### config.mk
export PLATFORM = sky130hd
export DESIGN_NAME = eabf_datapath
export DESIGN_NICKNAME = d
export VERILOG_FILES = /design/src/logic/eabf_datapath.v /design/src/logic/eabf_field_unit.v
export VERILOG_INCLUDE_DIRS = /design/src /design/src/shared
export SDC_FILE = /design/constraint.sdc
export NUM_CORES = 2
export LEC_CHECK = 0
export BUFFER_PORTS_ARGS = -buffer_cell sky130_fd_sc_hd__buf_2
export CAP_MARGIN = 20
export CORE_AREA = 2 2 496 498
export CTS_CLUSTER_SIZE = 14
export DETAILED_ROUTE_END_ITERATION = 8
export DIE_AREA = 0 0 498 500
export GPL_TIMING_DRIVEN = 0
export SYNTH_ARGS = -nofsm -noshare
export SYNTH_HDL_FRONTEND = slang
export SYNTH_SLANG_ARGS = --single-unit
### constraint.sdc
create_clock -name clk -period 5.4 [get_ports clk]
set_input_delay 0.27 -clock clk [delete_from_list [all_inputs] [get_ports clk]]
set_output_delay 0.27 -clock clk [all_outputs]
set_load 0.05 [all_outputs]
### src/shared/eabf_defs.vh
// Holds the encodings and constants shared by the datapath files.
// Assumes it is included by bare name from design and bench files.
`ifndef EABF_DEFS_VH
`define EABF_DEFS_VH

// Operation codes on op_code.
`define EABF_OP_NONE        5'h00
`define EABF_OP_EA          5'h01
`define EABF_OP_BF_INSERT   5'h02
`define EABF_OP_BF_EXTU     5'h03
`define EABF_OP_BF_EXTS     5'h04
`define EABF_OP_BF_FFO      5'h05
`define EABF_OP_BF_TST      5'h06
`define EABF_OP_BF_CHG      5'h07
`define EABF_OP_BF_CLR      5'h08
`define EABF_OP_BF_SET      5'h09
`define EABF_OP_BCD_PACK    5'h0A
`define EABF_OP_BCD_EXPAND  5'h0B
`define EABF_OP_BOUND_CMP   5'h0C
`define EABF_OP_BOUND_TRAP  5'h0D
`define EABF_OP_ADD64       5'h0E

// Addressing mode codes on ea_mode (eighteen modes).
`define EABF_EA_DREG        5'h00
`define EABF_EA_AREG        5'h01
`define EABF_EA_IND         5'h02
`define EABF_EA_POSTINC     5'h03
`define EABF_EA_PREDEC      5'h04
`define EABF_EA_DISP16      5'h05
`define EABF_EA_IDX8        5'h06
`define EABF_EA_IDXBD       5'h07
`define EABF_EA_MEM_POST    5'h08
`define EABF_EA_MEM_PRE     5'h09
`define EABF_EA_PC_DISP16   5'h0A
`define EABF_EA_PC_IDX8     5'h0B
`define EABF_EA_PC_IDXBD    5'h0C
`define EABF_EA_PC_MEM_POST 5'h0D
`define EABF_EA_PC_MEM_PRE  5'h0E
`define EABF_EA_ABS_W       5'h0F
`define EABF_EA_ABS_L       5'h10
`define EABF_EA_IMM         5'h11

// Operand size codes on op_size.
`define EABF_SZ_BYTE        2'h0
`define EABF_SZ_WORD        2'h1
`define EABF_SZ_LONG        2'h2

// Condition code bit positions in ccr_out.
`define EABF_CC_C           0
`define EABF_CC_V           1
`define EABF_CC_Z           2
`define EABF_CC_N           3

// Reset value of the 32-bit word outputs.
`define EABF_RST_WORD       32'h0000_0000

`endif

### src/logic/eabf_datapath.v
// Holds the execution datapath: address generation, bit fields, BCD and bounds.
// Assumes the decoder holds the operands steady while start is high for one cycle.
`timescale 1ns/1ps
`include "eabf_defs.vh"

module eabf_datapath #(
  parameter W = 32
) (
  input  wire            clk,
  input  wire            arst_n,
  input  wire            start,
  input  wire [4:0]      op_code,
  input  wire [4:0]      ea_mode,
  input  wire [1:0]      op_size,
  input  wire [2:0]      data_reg_select,
  input  wire [2:0]      addr_reg_select,
  input  wire [3:0]      index_reg_select,
  input  wire            index_long,
  input  wire [1:0]      index_scale,
  input  wire            index_suppress,
  input  wire [15:0]     short_disp,
  input  wire            short_disp_is8,
  input  wire [31:0]     base_displacement,
  input  wire            base_disp_long,
  input  wire [31:0]     outer_displacement,
  input  wire            outer_disp_long,
  input  wire [31:0]     ext_word,
  input  wire [31:0]     pc_value,
  input  wire [255:0]    data_regs,
  input  wire [255:0]    addr_regs,
  input  wire [63:0]     field_window,
  input  wire [5:0]      field_offset,
  input  wire [5:0]      field_width,
  input  wire [31:0]     operand_a,
  input  wire [31:0]     operand_b,
  input  wire [63:0]     quad_a,
  input  wire [63:0]     quad_b,
  input  wire [15:0]     bcd_adjust,
  input  wire            bound_signed,
  input  wire            mem_ack,
  input  wire [31:0]     mem_rdata,
  output reg             mem_req,
  output reg  [31:0]     mem_addr,
  output reg             done,
  output reg  [31:0]     ea_out,
  output reg             ea_is_reg,
  output reg             areg_we,
  output reg  [31:0]     areg_new,
  output reg  [31:0]     result,
  output reg  [63:0]     result_quad,
  output reg  [63:0]     window_out,
  output reg  [3:0]      ccr_out,
  output reg             trap
);

////////////////////////////////////////////////////////////////////////////////
// Register selection and index scaling.

  localparam S_IDLE  = 2'd0;
  localparam S_FETCH = 2'd1;
  localparam S_DONE  = 2'd2;

  reg  [1:0]  state;
  reg  [31:0] areg_val;
  reg  [31:0] dreg_val;
  reg  [31:0] idx_raw;
  reg  [31:0] idx_ext;
  reg  [31:0] idx_scaled;
  reg  [31:0] d_short;
  reg  [31:0] base_disp_ext;
  reg  [31:0] outer_disp_ext;
  reg  [31:0] size_step;
  reg  [31:0] base_val;
  reg  [31:0] next_ea;
  reg  [31:0] pre_sum;
  reg         is_mem;
  reg         is_pre;
  reg  [31:0] saved_post;

  always @* begin
    areg_val = addr_regs[addr_reg_select*32 +: 32];
    dreg_val = data_regs[data_reg_select*32 +: 32];
    idx_raw  = index_reg_select[3] ? addr_regs[index_reg_select[2:0]*32 +: 32]
                                   : data_regs[index_reg_select[2:0]*32 +: 32];
    idx_ext  = index_long ? idx_raw : {{16{idx_raw[15]}}, idx_raw[15:0]};
    idx_scaled = index_suppress ? 32'h0000_0000 : (idx_ext << index_scale);
    d_short  = short_disp_is8 ? {{24{short_disp[7]}}, short_disp[7:0]}
                              : {{16{short_disp[15]}}, short_disp};
    base_disp_ext  = base_disp_long ? base_displacement
                                    : {{16{base_displacement[15]}}, base_displacement[15:0]};
    outer_disp_ext = outer_disp_long ? outer_displacement
                               : {{16{outer_displacement[15]}}, outer_displacement[15:0]};
    case (op_size)
      `EABF_SZ_BYTE: size_step = (addr_reg_select == 3'd7) ? 32'h0000_0002 : 32'h0000_0001;
      `EABF_SZ_WORD: size_step = 32'h0000_0002;
      default:       size_step = 32'h0000_0004;
    endcase
  end

////////////////////////////////////////////////////////////////////////////////
// Effective address generation.

  always @* begin
    is_mem   = 1'b0;
    is_pre   = 1'b0;
    pre_sum  = 32'h0000_0000;
    next_ea  = 32'h0000_0000;
    base_val = (ea_mode >= `EABF_EA_PC_DISP16 && ea_mode <= `EABF_EA_PC_MEM_PRE) ? pc_value : areg_val;
    case (ea_mode)
      `EABF_EA_DREG:       next_ea = dreg_val;
      `EABF_EA_AREG:       next_ea = areg_val;
      `EABF_EA_IND:        next_ea = areg_val;
      `EABF_EA_POSTINC:    next_ea = areg_val;
      `EABF_EA_PREDEC:     next_ea = areg_val - size_step;
      `EABF_EA_DISP16,
      `EABF_EA_PC_DISP16:  next_ea = base_val + d_short;
      `EABF_EA_IDX8,
      `EABF_EA_PC_IDX8:    next_ea = base_val + d_short + idx_scaled;
      `EABF_EA_IDXBD,
      `EABF_EA_PC_IDXBD:   next_ea = base_val + base_disp_ext + idx_scaled;
      `EABF_EA_MEM_POST,
      `EABF_EA_PC_MEM_POST: begin
        is_mem  = 1'b1;
        pre_sum = base_val + base_disp_ext;
      end
      `EABF_EA_MEM_PRE,
      `EABF_EA_PC_MEM_PRE: begin
        is_mem  = 1'b1;
        is_pre  = 1'b1;
        pre_sum = base_val + base_disp_ext + idx_scaled;
      end
      `EABF_EA_ABS_W:      next_ea = {{16{ext_word[15]}}, ext_word[15:0]};
      `EABF_EA_ABS_L:      next_ea = ext_word;
      `EABF_EA_IMM: begin
        case (op_size)
          `EABF_SZ_BYTE: next_ea = {24'h00_0000, ext_word[7:0]};
          `EABF_SZ_WORD: next_ea = {16'h0000, ext_word[15:0]};
          default:       next_ea = ext_word;
        endcase
      end
      default:             next_ea = 32'h0000_0000;
    endcase
  end

////////////////////////////////////////////////////////////////////////////////
// Bit fields, BCD, bounds and quad.

  wire [31:0] fx_u;
  wire [31:0] fx_s;
  wire [5:0]  ff_pos;
  wire        f_msb;
  wire        f_zero;
  wire [63:0] f_mod;
  reg  [1:0]  mod_kind;
  reg  [5:0]  width_eff;

  always @* begin
    width_eff = (field_width[4:0] == 5'h00) ? 6'd32 : {1'b0, field_width[4:0]};
    case (op_code)
      `EABF_OP_BF_CHG: mod_kind = 2'h1;
      `EABF_OP_BF_CLR: mod_kind = 2'h2;
      `EABF_OP_BF_SET: mod_kind = 2'h3;
      default:         mod_kind = 2'h0;
    endcase
  end

  eabf_field_unit #(
    .W (W)
  ) u_field (
    .field_window    (field_window),
    .field_offset    (field_offset),
    .field_width     (width_eff),
    .insert_value    (operand_a),
    .modify_kind     (mod_kind),
    .extract_u       (fx_u),
    .extract_s       (fx_s),
    .first_one       (ff_pos),
    .field_msb       (f_msb),
    .field_zero      (f_zero),
    .modified_window (f_mod)
  );

  reg  [31:0] alu_res;
  reg  [63:0] quad_res;
  reg  [63:0] win_res;
  reg  [3:0]  cc_res;
  reg         trap_res;
  reg         below;
  reg         above;
  reg  [15:0] pack_sum;
  reg  [31:0] lo_b;
  reg  [31:0] hi_b;
  reg  [31:0] val_b;

  always @* begin
    alu_res  = 32'h0000_0000;
    quad_res = 64'h0000_0000_0000_0000;
    win_res  = field_window;
    cc_res   = 4'h0;
    trap_res = 1'b0;
    below    = 1'b0;
    above    = 1'b0;
    pack_sum = 16'h0000;
    case (op_size)
      `EABF_SZ_BYTE: begin
        lo_b  = {{24{bound_signed & operand_a[7]}}, operand_a[7:0]};
        hi_b  = {{24{bound_signed & operand_b[7]}}, operand_b[7:0]};
        val_b = {{24{bound_signed & dreg_val[7]}}, dreg_val[7:0]};
      end
      `EABF_SZ_WORD: begin
        lo_b  = {{16{bound_signed & operand_a[15]}}, operand_a[15:0]};
        hi_b  = {{16{bound_signed & operand_b[15]}}, operand_b[15:0]};
        val_b = {{16{bound_signed & dreg_val[15]}}, dreg_val[15:0]};
      end
      default: begin
        lo_b  = operand_a;
        hi_b  = operand_b;
        val_b = dreg_val;
      end
    endcase
    case (op_code)
      `EABF_OP_BF_INSERT: begin
        win_res = f_mod;
        cc_res[`EABF_CC_N] = operand_a[width_eff-1];
        cc_res[`EABF_CC_Z] = ((operand_a & ({32{1'b1}} >> (6'd32 - width_eff))) == 32'h0000_0000);
      end
      `EABF_OP_BF_EXTU,
      `EABF_OP_BF_EXTS: begin
        alu_res = (op_code == `EABF_OP_BF_EXTS) ? fx_s : fx_u;
        cc_res[`EABF_CC_N] = f_msb;
        cc_res[`EABF_CC_Z] = f_zero;
      end
      `EABF_OP_BF_FFO: begin
        alu_res = {26'h000_0000, field_offset} + {26'h000_0000, ff_pos};
        cc_res[`EABF_CC_N] = f_msb;
        cc_res[`EABF_CC_Z] = f_zero;
      end
      `EABF_OP_BF_TST,
      `EABF_OP_BF_CHG,
      `EABF_OP_BF_CLR,
      `EABF_OP_BF_SET: begin
        cc_res[`EABF_CC_N] = f_msb;
        cc_res[`EABF_CC_Z] = f_zero;
        win_res = (op_code == `EABF_OP_BF_TST) ? field_window : f_mod;
      end
      `EABF_OP_BCD_PACK: begin
        pack_sum = operand_a[15:0] + bcd_adjust;
        alu_res  = {24'h00_0000, pack_sum[11:8], pack_sum[3:0]};
      end
      `EABF_OP_BCD_EXPAND: begin
        pack_sum = {4'h0, operand_a[7:4], 4'h0, operand_a[3:0]} + bcd_adjust;
        alu_res  = {16'h0000, pack_sum};
      end
      `EABF_OP_BOUND_CMP,
      `EABF_OP_BOUND_TRAP: begin
        if (bound_signed) begin
          below = ($signed(val_b) < $signed(lo_b));
          above = ($signed(val_b) > $signed(hi_b));
        end else begin
          below = (val_b < lo_b);
          above = (val_b > hi_b);
        end
        cc_res[`EABF_CC_Z] = (val_b == lo_b) || (val_b == hi_b);
        cc_res[`EABF_CC_C] = below | above;
        trap_res = (op_code == `EABF_OP_BOUND_TRAP) && (below | above);
      end
      `EABF_OP_ADD64: begin
        quad_res = quad_a + quad_b;
        cc_res[`EABF_CC_N] = quad_res[63];
        cc_res[`EABF_CC_Z] = (quad_res == 64'h0000_0000_0000_0000);
      end
      default: alu_res = 32'h0000_0000;
    endcase
  end

////////////////////////////////////////////////////////////////////////////////
// Sequencing and registered outputs.

  always @(posedge clk or negedge arst_n) begin
    if (!arst_n) begin
      state       <= S_IDLE;
      saved_post  <= `EABF_RST_WORD;
      mem_req     <= 1'b0;
      mem_addr    <= `EABF_RST_WORD;
      done        <= 1'b0;
      ea_out      <= `EABF_RST_WORD;
      ea_is_reg   <= 1'b0;
      areg_we     <= 1'b0;
      areg_new    <= `EABF_RST_WORD;
      result      <= `EABF_RST_WORD;
      result_quad <= 64'h0000_0000_0000_0000;
      window_out  <= 64'h0000_0000_0000_0000;
      ccr_out     <= 4'h0;
      trap        <= 1'b0;
    end else begin
      done    <= 1'b0;
      areg_we <= 1'b0;
      trap    <= 1'b0;
      case (state)
        S_IDLE: begin
          if (start) begin
            if (op_code == `EABF_OP_EA && is_mem) begin
              mem_req    <= 1'b1;
              mem_addr   <= pre_sum;
              saved_post <= (is_pre ? 32'h0000_0000 : idx_scaled) + outer_disp_ext;
              state      <= S_FETCH;
            end else begin
              ea_out      <= next_ea;
              ea_is_reg   <= (ea_mode == `EABF_EA_DREG) || (ea_mode == `EABF_EA_AREG);
              areg_we     <= (op_code == `EABF_OP_EA) &&
                             (ea_mode == `EABF_EA_POSTINC || ea_mode == `EABF_EA_PREDEC);
              areg_new    <= (ea_mode == `EABF_EA_POSTINC) ? areg_val + size_step : next_ea;
              result      <= alu_res;
              result_quad <= quad_res;
              window_out  <= win_res;
              ccr_out     <= cc_res;
              trap        <= trap_res;
              state       <= S_DONE;
            end
          end
        end
        S_FETCH: begin
          if (mem_ack) begin
            mem_req   <= 1'b0;
            ea_out    <= mem_rdata + saved_post;
            ea_is_reg <= 1'b0;
            state     <= S_DONE;
          end
        end
        S_DONE: begin
          done  <= 1'b1;
          state <= S_IDLE;
        end
        default: state <= S_IDLE;
      endcase
    end
  end

endmodule

### src/logic/eabf_field_unit.v
// Holds the bit-field unit: shift, mask, extract, insert and scan.
// Assumes offset and width arrive already reduced to a 64-bit window.
`timescale 1ns/1ps
module eabf_field_unit #(
  parameter W = 32
) (
  input  wire [2*W-1:0] field_window,
  input  wire [5:0]     field_offset,
  input  wire [5:0]     field_width,
  input  wire [W-1:0]   insert_value,
  input  wire [1:0]     modify_kind,
  output reg  [W-1:0]   extract_u,
  output reg  [W-1:0]   extract_s,
  output reg  [5:0]     first_one,
  output reg            field_msb,
  output reg            field_zero,
  output reg  [2*W-1:0] modified_window
);

  reg [2*W-1:0] mask;
  reg [2*W-1:0] shifted;
  reg [2*W-1:0] new_bits;
  reg [W-1:0]   ones;
  reg           found;
  integer       i;

  always @* begin
    ones       = {W{1'b1}} >> (W - field_width);
    mask       = {{W{1'b0}}, ones} << (2*W - field_offset - field_width);
    shifted    = field_window >> (2*W - field_offset - field_width);
    extract_u  = shifted[W-1:0] & ones;
    field_msb  = extract_u[field_width-1];
    extract_s  = field_msb ? (extract_u | ~ones) : extract_u;
    field_zero = (extract_u == {W{1'b0}});
    first_one  = field_width;
    found      = 1'b0;
    for (i = 0; i < W; i = i + 1) begin
      if (!found && (i < field_width) && extract_u[field_width-1-i]) begin
        first_one = i[5:0];
        found     = 1'b1;
      end
    end
    new_bits   = {{W{1'b0}}, insert_value & ones} << (2*W - field_offset - field_width);
    case (modify_kind)
      2'h0: modified_window = field_window;
      2'h1: modified_window = field_window ^ mask;
      2'h2: modified_window = field_window & ~mask;
      2'h3: modified_window = field_window | mask;
      default: modified_window = field_window;
    endcase
    if (modify_kind == 2'h0) begin
      modified_window = (field_window & ~mask) | new_bits;
    end
  end

endmodule

; ---- Word level (Yosys, flattened, before mapping)
; Cells that the tools add are included.
[word_totals]
ff_bits = 298
word_cells = 518
[op_classes]
add_sub_neg = 48
n_shift = 10
n_bitwise = 18
n_reduce_logical = 126
mux = 188
n_eq_ne = 44
n_lt_le_gt_ge = 70
[ops]
columns = cell, n
row1 = 32-bit by 6-bit < comparator with 1-bit output (second input constant), 32
row2 = 256-bit by 9-bit indexed part select with 32-bit output, 4
row3 = 32-bit by 5-bit subtractor with 32-bit output (second input constant), 16
row4 = 32-bit two-way mux, 14
row5 = 32-bit case mux with 2 select lines, 6
row6 = 32-bit case mux with 9 select lines, 1
row7 = 32-bit by 4-bit subtractor with 32-bit output (second input constant), 8
row8 = 32-bit adder, 7
row9 = 6-bit two-way mux, 33
row10 = 64-bit two-way mux, 3
row11 = 64-bit case mux with 3 select lines, 1
row12 = 1-bit binary-select mux with 5-bit select, 33
row13 = 64-bit bitwise OR, 2
row14 = 32-bit case mux with 4 select lines, 1
row15 = 64-bit case mux with 2 select lines, 1
row16 = 32-bit by 32-bit << shifter with 64-bit output, 2
row17 = 32-bit by 3-bit subtractor with 32-bit output (second input constant), 4
row18 = 32-bit AND, 3
row19 = 5-bit by 6-bit < comparator with 1-bit output (first input constant), 16
row20 = 1-bit two-way mux, 84
row21 = 5-bit by 4-bit equality test with 1-bit output (second input constant), 15
row22 = 1-bit logical AND, 67
row23 = 64-bit adder, 1
row24 = 64-bit AND, 1
row25 = 60 further kinds, 149

; ---- Logic depth before layout (Yosys ltp)
[logic_depth]
depth_word = 135
depth_mapped = 43
depth_no_buf = 35

; ---- Cells and area by module
; Synthesis repeated with hierarchy kept, for this count alone.
[hier_totals]
cells_unflattened = 7787
area_unflattened_um2 = 60407.9
[by_module_without_submodules]
columns = mod, seq_area_each_um2, n_inst, area_per_inst_um2, cells_each
row1 = eabf_datapath, 7457.2, 1, 41279.6, 4775
row2 = eabf_field_unit, 0.0, 1, 19128.3, 3012

; ---- Worst setup path before layout
; No wires, ideal clock.
[synth_timing]
kind = input-to-reg
from = input port field_width[0]
to = register result[5]
n_path_buf = 8
path_stages = 40
t_arrival_ns = 9.000
slack_ns = -3.731
required_ns = 5.270
cell_sequence = clkbuf_1 -> clkbuf_1 -> buf_1 -> clkbuf_1 -> buf_1 -> clkbuf_1 -> ha_1 -> fa_1 -> nor2b_1 -> buf_1 -> a211oi_1 -> nor2_1 -> nor2_1 -> ha_1 -> clkbuf_1 -> inv_2 -> or3_1 -> a21oi_1 -> (+4 left out) -> a22oi_1 -> mux4_2 -> a21oi_1 -> nand4b_2 -> nor4_4 -> and2_4 -> nor3b_2 -> o21ai_1 -> nor3_2 -> ha_1 -> a21o_1 -> a21o_1 -> a21o_1 -> a21oi_1 -> xor2_1 -> o21ai_0 -> a221oi_1 -> o21ai_0
[synth_between]
elab_chain_cells = 135
word_cells_on_any_way = 298
classes_between = add/sub: 35 / order compare: 32 / shift: 2 / mux: 131 / bitwise: 3 / reduce/logical: 95
[synth_lines]
columns = element, line_no
row1 = "start, declared", eabf_datapath.v:33  ; input wire [5:0] field_width,
row2 = 5-bit zero test, eabf_datapath.v:158  ; width_eff = (field_width[4:0] == 5'h00) ? 6'd32 : {1'b0, field_width[4:0]};
row3 = 6-bit two-way mux (*), eabf_datapath.v:158
row4 = 32-bit by 6-bit subtractor with 32-bit output or 6-bit by 6-bit subtractor with 7-bit output (tied branches), "eabf_field_unit.v:30, eabf_field_unit.v:28"
row5 = 64-bit by 32-bit right shift with 32-bit output or 32-bit by 32-bit right shift with 32-bit output (tied branches), "eabf_field_unit.v:30, eabf_field_unit.v:28"
row6 = 32-bit AND, eabf_field_unit.v:31  ; extract_u = shifted[W-1:0] & ones;
row7 = 1-bit binary-select mux with 5-bit select, "eabf_field_unit.v:32, eabf_field_unit.v:38"
row8 = 1-bit two-way mux (implied by the code), "eabf_field_unit.v:32, eabf_field_unit.v:38"
row9 = 1-bit logical AND, eabf_field_unit.v:38  ; if (!found && (i < field_width) && extract_u[field_width-1-i]) begin
row10 = (+117 left out), --
row11 = 1-bit zero test, eabf_field_unit.v:38
row12 = 1-bit logical AND (2 in series), eabf_field_unit.v:38
row13 = 1-bit two-way mux, eabf_field_unit.v:38
row14 = 1-bit zero test, eabf_field_unit.v:38
row15 = 1-bit logical AND (2 in series), eabf_field_unit.v:38
row16 = 6-bit two-way mux, eabf_field_unit.v:38
row17 = 6-bit by 6-bit adder with 7-bit output, eabf_datapath.v:234  ; alu_res = {26'h000_0000, field_offset} + {26'h000_0000, ff_pos};
row18 = 32-bit case mux with 4 select lines (*), eabf_datapath.v:221  ; case (op_code)
row19 = "end signal, assigned", eabf_datapath.v:290  ; result <= `EABF_RST_WORD;
row20 = "end signal, assigned", eabf_datapath.v:313  ; result <= alu_res;
row21 = "end, declared", eabf_datapath.v:49  ; output reg [31:0] result,
; Every way passes the cells marked *; elsewhere a longest branch is shown, timed or not. The select of a mux whose other input is x is not followed.
; A chain may end at the register's enable or synchronous reset.

; ---- Worst setup path after layout
[layout_timing]
from = input port field_width[2]
to = register result[5]
; Same word-level chain as after synthesis.

==> impl_metrics.env <==
export IMPL_port_buffers=1250
export IMPL_dp_hpwl_mm=433
export IMPL_dr_pass1_iters=9
export IMPL_gp_congestion=1.11
export IMPL_reg2reg_from="state[0]"
export IMPL_cts_tree="built"
export IMPL_period_needed_ps=7990
export IMPL_place_ws_ps=-6570
export IMPL_final_hold_violation_count=0
export IMPL_syn_inst=7384
export IMPL_grt_total_usage_pct=38.3
export IMPL_crit_type="input port to register"
export IMPL_layout_commonest_cell="buf_2"
export IMPL_start_util_pct=23.7
export IMPL_critical_path_required_ps=5910
export IMPL_cts_root_buf="clkbuf_16"
export IMPL_wl_mm=503
export IMPL_powerDensity_nw_per_um2=294
export IMPL_syn_to_final_growth_pct=38.2
export IMPL_h_tree_depth=2
export IMPL_clock_sinks=298
export IMPL_power_uw=23500
export IMPL_crit_path_max_incr_delay_ps=620
export IMPL_cts_buffers=41
export IMPL_slew_headroom_pct=5.92
export IMPL_synth_warnings=0
export IMPL_setup_viol=157
export IMPL_clock_fmax_ghz=0.125
export IMPL_mostFrequentLayoutCells="buf_2, nand2_1, nor2_1, a21oi_1, ha_1"
export IMPL_drive_gt1_share_pct=34.7
export IMPL_cp_arrival_ps=8500
export IMPL_leakagePower_uw=0.0341
export IMPL_vias_per_cell=6.13
export IMPL_die_area_um2=249000
export IMPL_path_max_fanout=12
export IMPL_slew_violations=0
export IMPL_clk_latency_ps=660
export IMPL_crit_path_end="result[5]"
export IMPL_grt_max_degree=113
export IMPL_overflow=0
export IMPL_worst_slew_pin_slew_ps=1410
export IMPL_antenna_found_initial=195
export IMPL_vdd_drop_max_mv=0.242
export IMPL_r2r_end="ccr_out[2]"
export IMPL_die_x_um=498
export IMPL_core_um2=244000
export IMPL_ys_async_sr_fraction_pct=100
export IMPL_clockBufferDepth=3
export IMPL_crit_path_start="field_width[2]"
export IMPL_drc=0
export IMPL_grt_pass1_vias=70329
export IMPL_final_nets=10583
export IMPL_wl_per_cell_um=40.3
export IMPL_num_rows=182
export IMPL_cp_end_kind="register"
export IMPL_worstSetupStartpointType="input port"
export IMPL_grt_pass1_wl_mm=650
export IMPL_die_y_um=500
export IMPL_fin_skew_ps=30.1
export IMPL_critPathSlowestCell="mux4_2"
export IMPL_largestRegisters="result_quad x64, window_out x64"
export IMPL_setup_ws_ps=-2590
export IMPL_syn_area_per_cell_um2=7.84
export IMPL_timing_final_crit_share_pct=148
export IMPL_rsz0062_at_grt="yes"
export IMPL_reg2reg_slack_ps=660
export IMPL_vias=76501
export IMPL_synth_edf_count=0
export IMPL_synth_nets=8897
export IMPL_drt_iter0_markers=11073
export IMPL_outcome="finished, violations left"
export IMPL_synth_cell_types=115
export IMPL_synth_area_um2=57900
export IMPL_drtAntennaViolNets=0
export IMPL_drv_cap=0
export IMPL_clkSlewWorstSetupHoldPaths_ps=70
export IMPL_cp_common_cell="buf_6"
export IMPL_synth_seq_area_share_pct=12.9
export IMPL_ys_ff_latch=298
export IMPL_ff2ff_path_depth=17
export IMPL_worstHoldPathType="input port to register"
export IMPL_ios=1271
export IMPL_synth_ff_type="dfrtp_1"
export IMPL_violations="negative setup slack"
[final cells by class]
class	count	area, µm²
Fill cell	26451	164000
Multi-Input combinational cell	6337	52500
Timing Repair Buffer	1651	9930
Sequential cell	298	7460
Tap cell	3220	4030
Buffer	496	3250
Clock buffer	48	1100
Inverter	245	951
Antenna cell	166	415
Clock inverter	25	353
[worst min-delay path by stage]
stage / startpoint / to / slack [ps] / depth (start not counted)
2_1_floorplan: arst_n / areg_new[0] / -30 / 0
3_3_place_gp: ccr_out[0] / ccr_out[0] / 460 / 1
3_5_place_dp: arst_n / window_out[17] / 380 / 1
4_1_cts: outer_displacement[0] / saved_post[0] / 0.7 / 3
5_1_grt: field_window[48] / window_out[48] / 30 / 3
6_report: field_window[48] / window_out[48] / 10 / 3
[timing repair]
action / 4_1_cts / 5_1_grt
setup buffers: 126 / 168
cloned: 1 / 1
endpoints found under the setup margin: 205 / 192
gates resized for setup: 627 / 697
hold buffers: 17 / 0
pin swaps: 103 / 217
endpoints found under the hold margin: 117 / 0
[logic make-up (layout without fill, tap and decap cells)]
logic type / Yosys count / in the layout / synth area share [%]
compound gates: 2281 / 2281 / 24.9
xor+xnor: 325 / 325 / 5.01
fa+ha+maj: 507 / 507 / 11.1
buf+inv: 749 / 2465 / 5.18
flops: 298 / 298 / 12.9
mux: 787 / 787 / 21.5
other cells: 1 / 167 / 0.00647
simple gates: 2436 / 2436 / 19.4
[Yosys cell counts (all sizes together) (65+ instances only)]
| master | n | share of area, % |
|---|---|---|
| nor2b | 83 | 0.90 |
| xor2 | 103 | 1.6 |
| nand4 | 82 | 0.89 |
| mux2i | 373 | 6.4 |
| o211ai | 69 | 0.89 |
| nor2 | 653 | 4.2 |
| nand3 | 172 | 1.5 |
| a22oi | 75 | 1.0 |
| nand2b | 71 | 0.77 |
| nor3 | 142 | 1.3 |
| o21ai | 629 | 5.4 |
| and2 | 68 | 0.74 |
| clkbuf | 345 | 2.2 |
| a221oi | 65 | 0.99 |
| a21o | 100 | 1.3 |
| xnor2 | 222 | 3.4 |
| dfrtp | 298 | 13 |
| a31oi | 113 | 1.2 |
| ha | 495 | 11 |
| a21oi | 627 | 5.4 |
| buf | 159 | 1.4 |
| mux4 | 358 | 14 |
| inv | 241 | 1.6 |
| a211oi | 92 | 1.2 |
| nand2 | 891 | 5.8 |
[critical path, delay by kind of cell]
| family | cells | cell delay, ps |
|---|---|---|
| buffers and inverters | 11 | 1970 |
| multiplexers | 3 | 1260 |
| XOR/XNOR | 1 | 300 |
| AO/OA/AOI/OAI | 12 | 2580 |
| AND/OR/NAND/NOR | 9 | 1470 |
| adder cells (fa/ha/maj) | 2 | 570 |
[routing by layer]
layer | GRT usage, % | wire (µm) | up-vias
met1 | 48.6 | 197000 | 37912
met4 | 27.5 | 43900 | 78
met3 | 13.2 | 62600 | 1287
met2 | 53.7 | 200000 | 5800
li1 | - | - | 31424
met5 | 0 | 501 | -
[power breakdown]
group / internal, µW / switching (µW)
clock network: 1770 / 1340
registers: 2460 / 205
logic: 6180 / 11500
total: 10400 / 13100
[stage by stage]
stage | hold WS (ps) | util, % | area, µm² | TNS [ps] | cells
finish | 13.4 | 32.7 | 80000 | -103710 | 12486
global route | 30.5 | 32.7 | 79900 | -122640 | 12424
CTS | 0.658 | 30.8 | 75400 | -146030 | 12144
detailed placement | 376 | 28.7 | 70100 | -657910 | 11933
global placement | 457 | 28.3 | 69100 | -1509420 | 11854
floorplan | -25.6 | - | 58800 | -44440 | 7384
No activity file was read; power rests on OpenSTA's default activity.
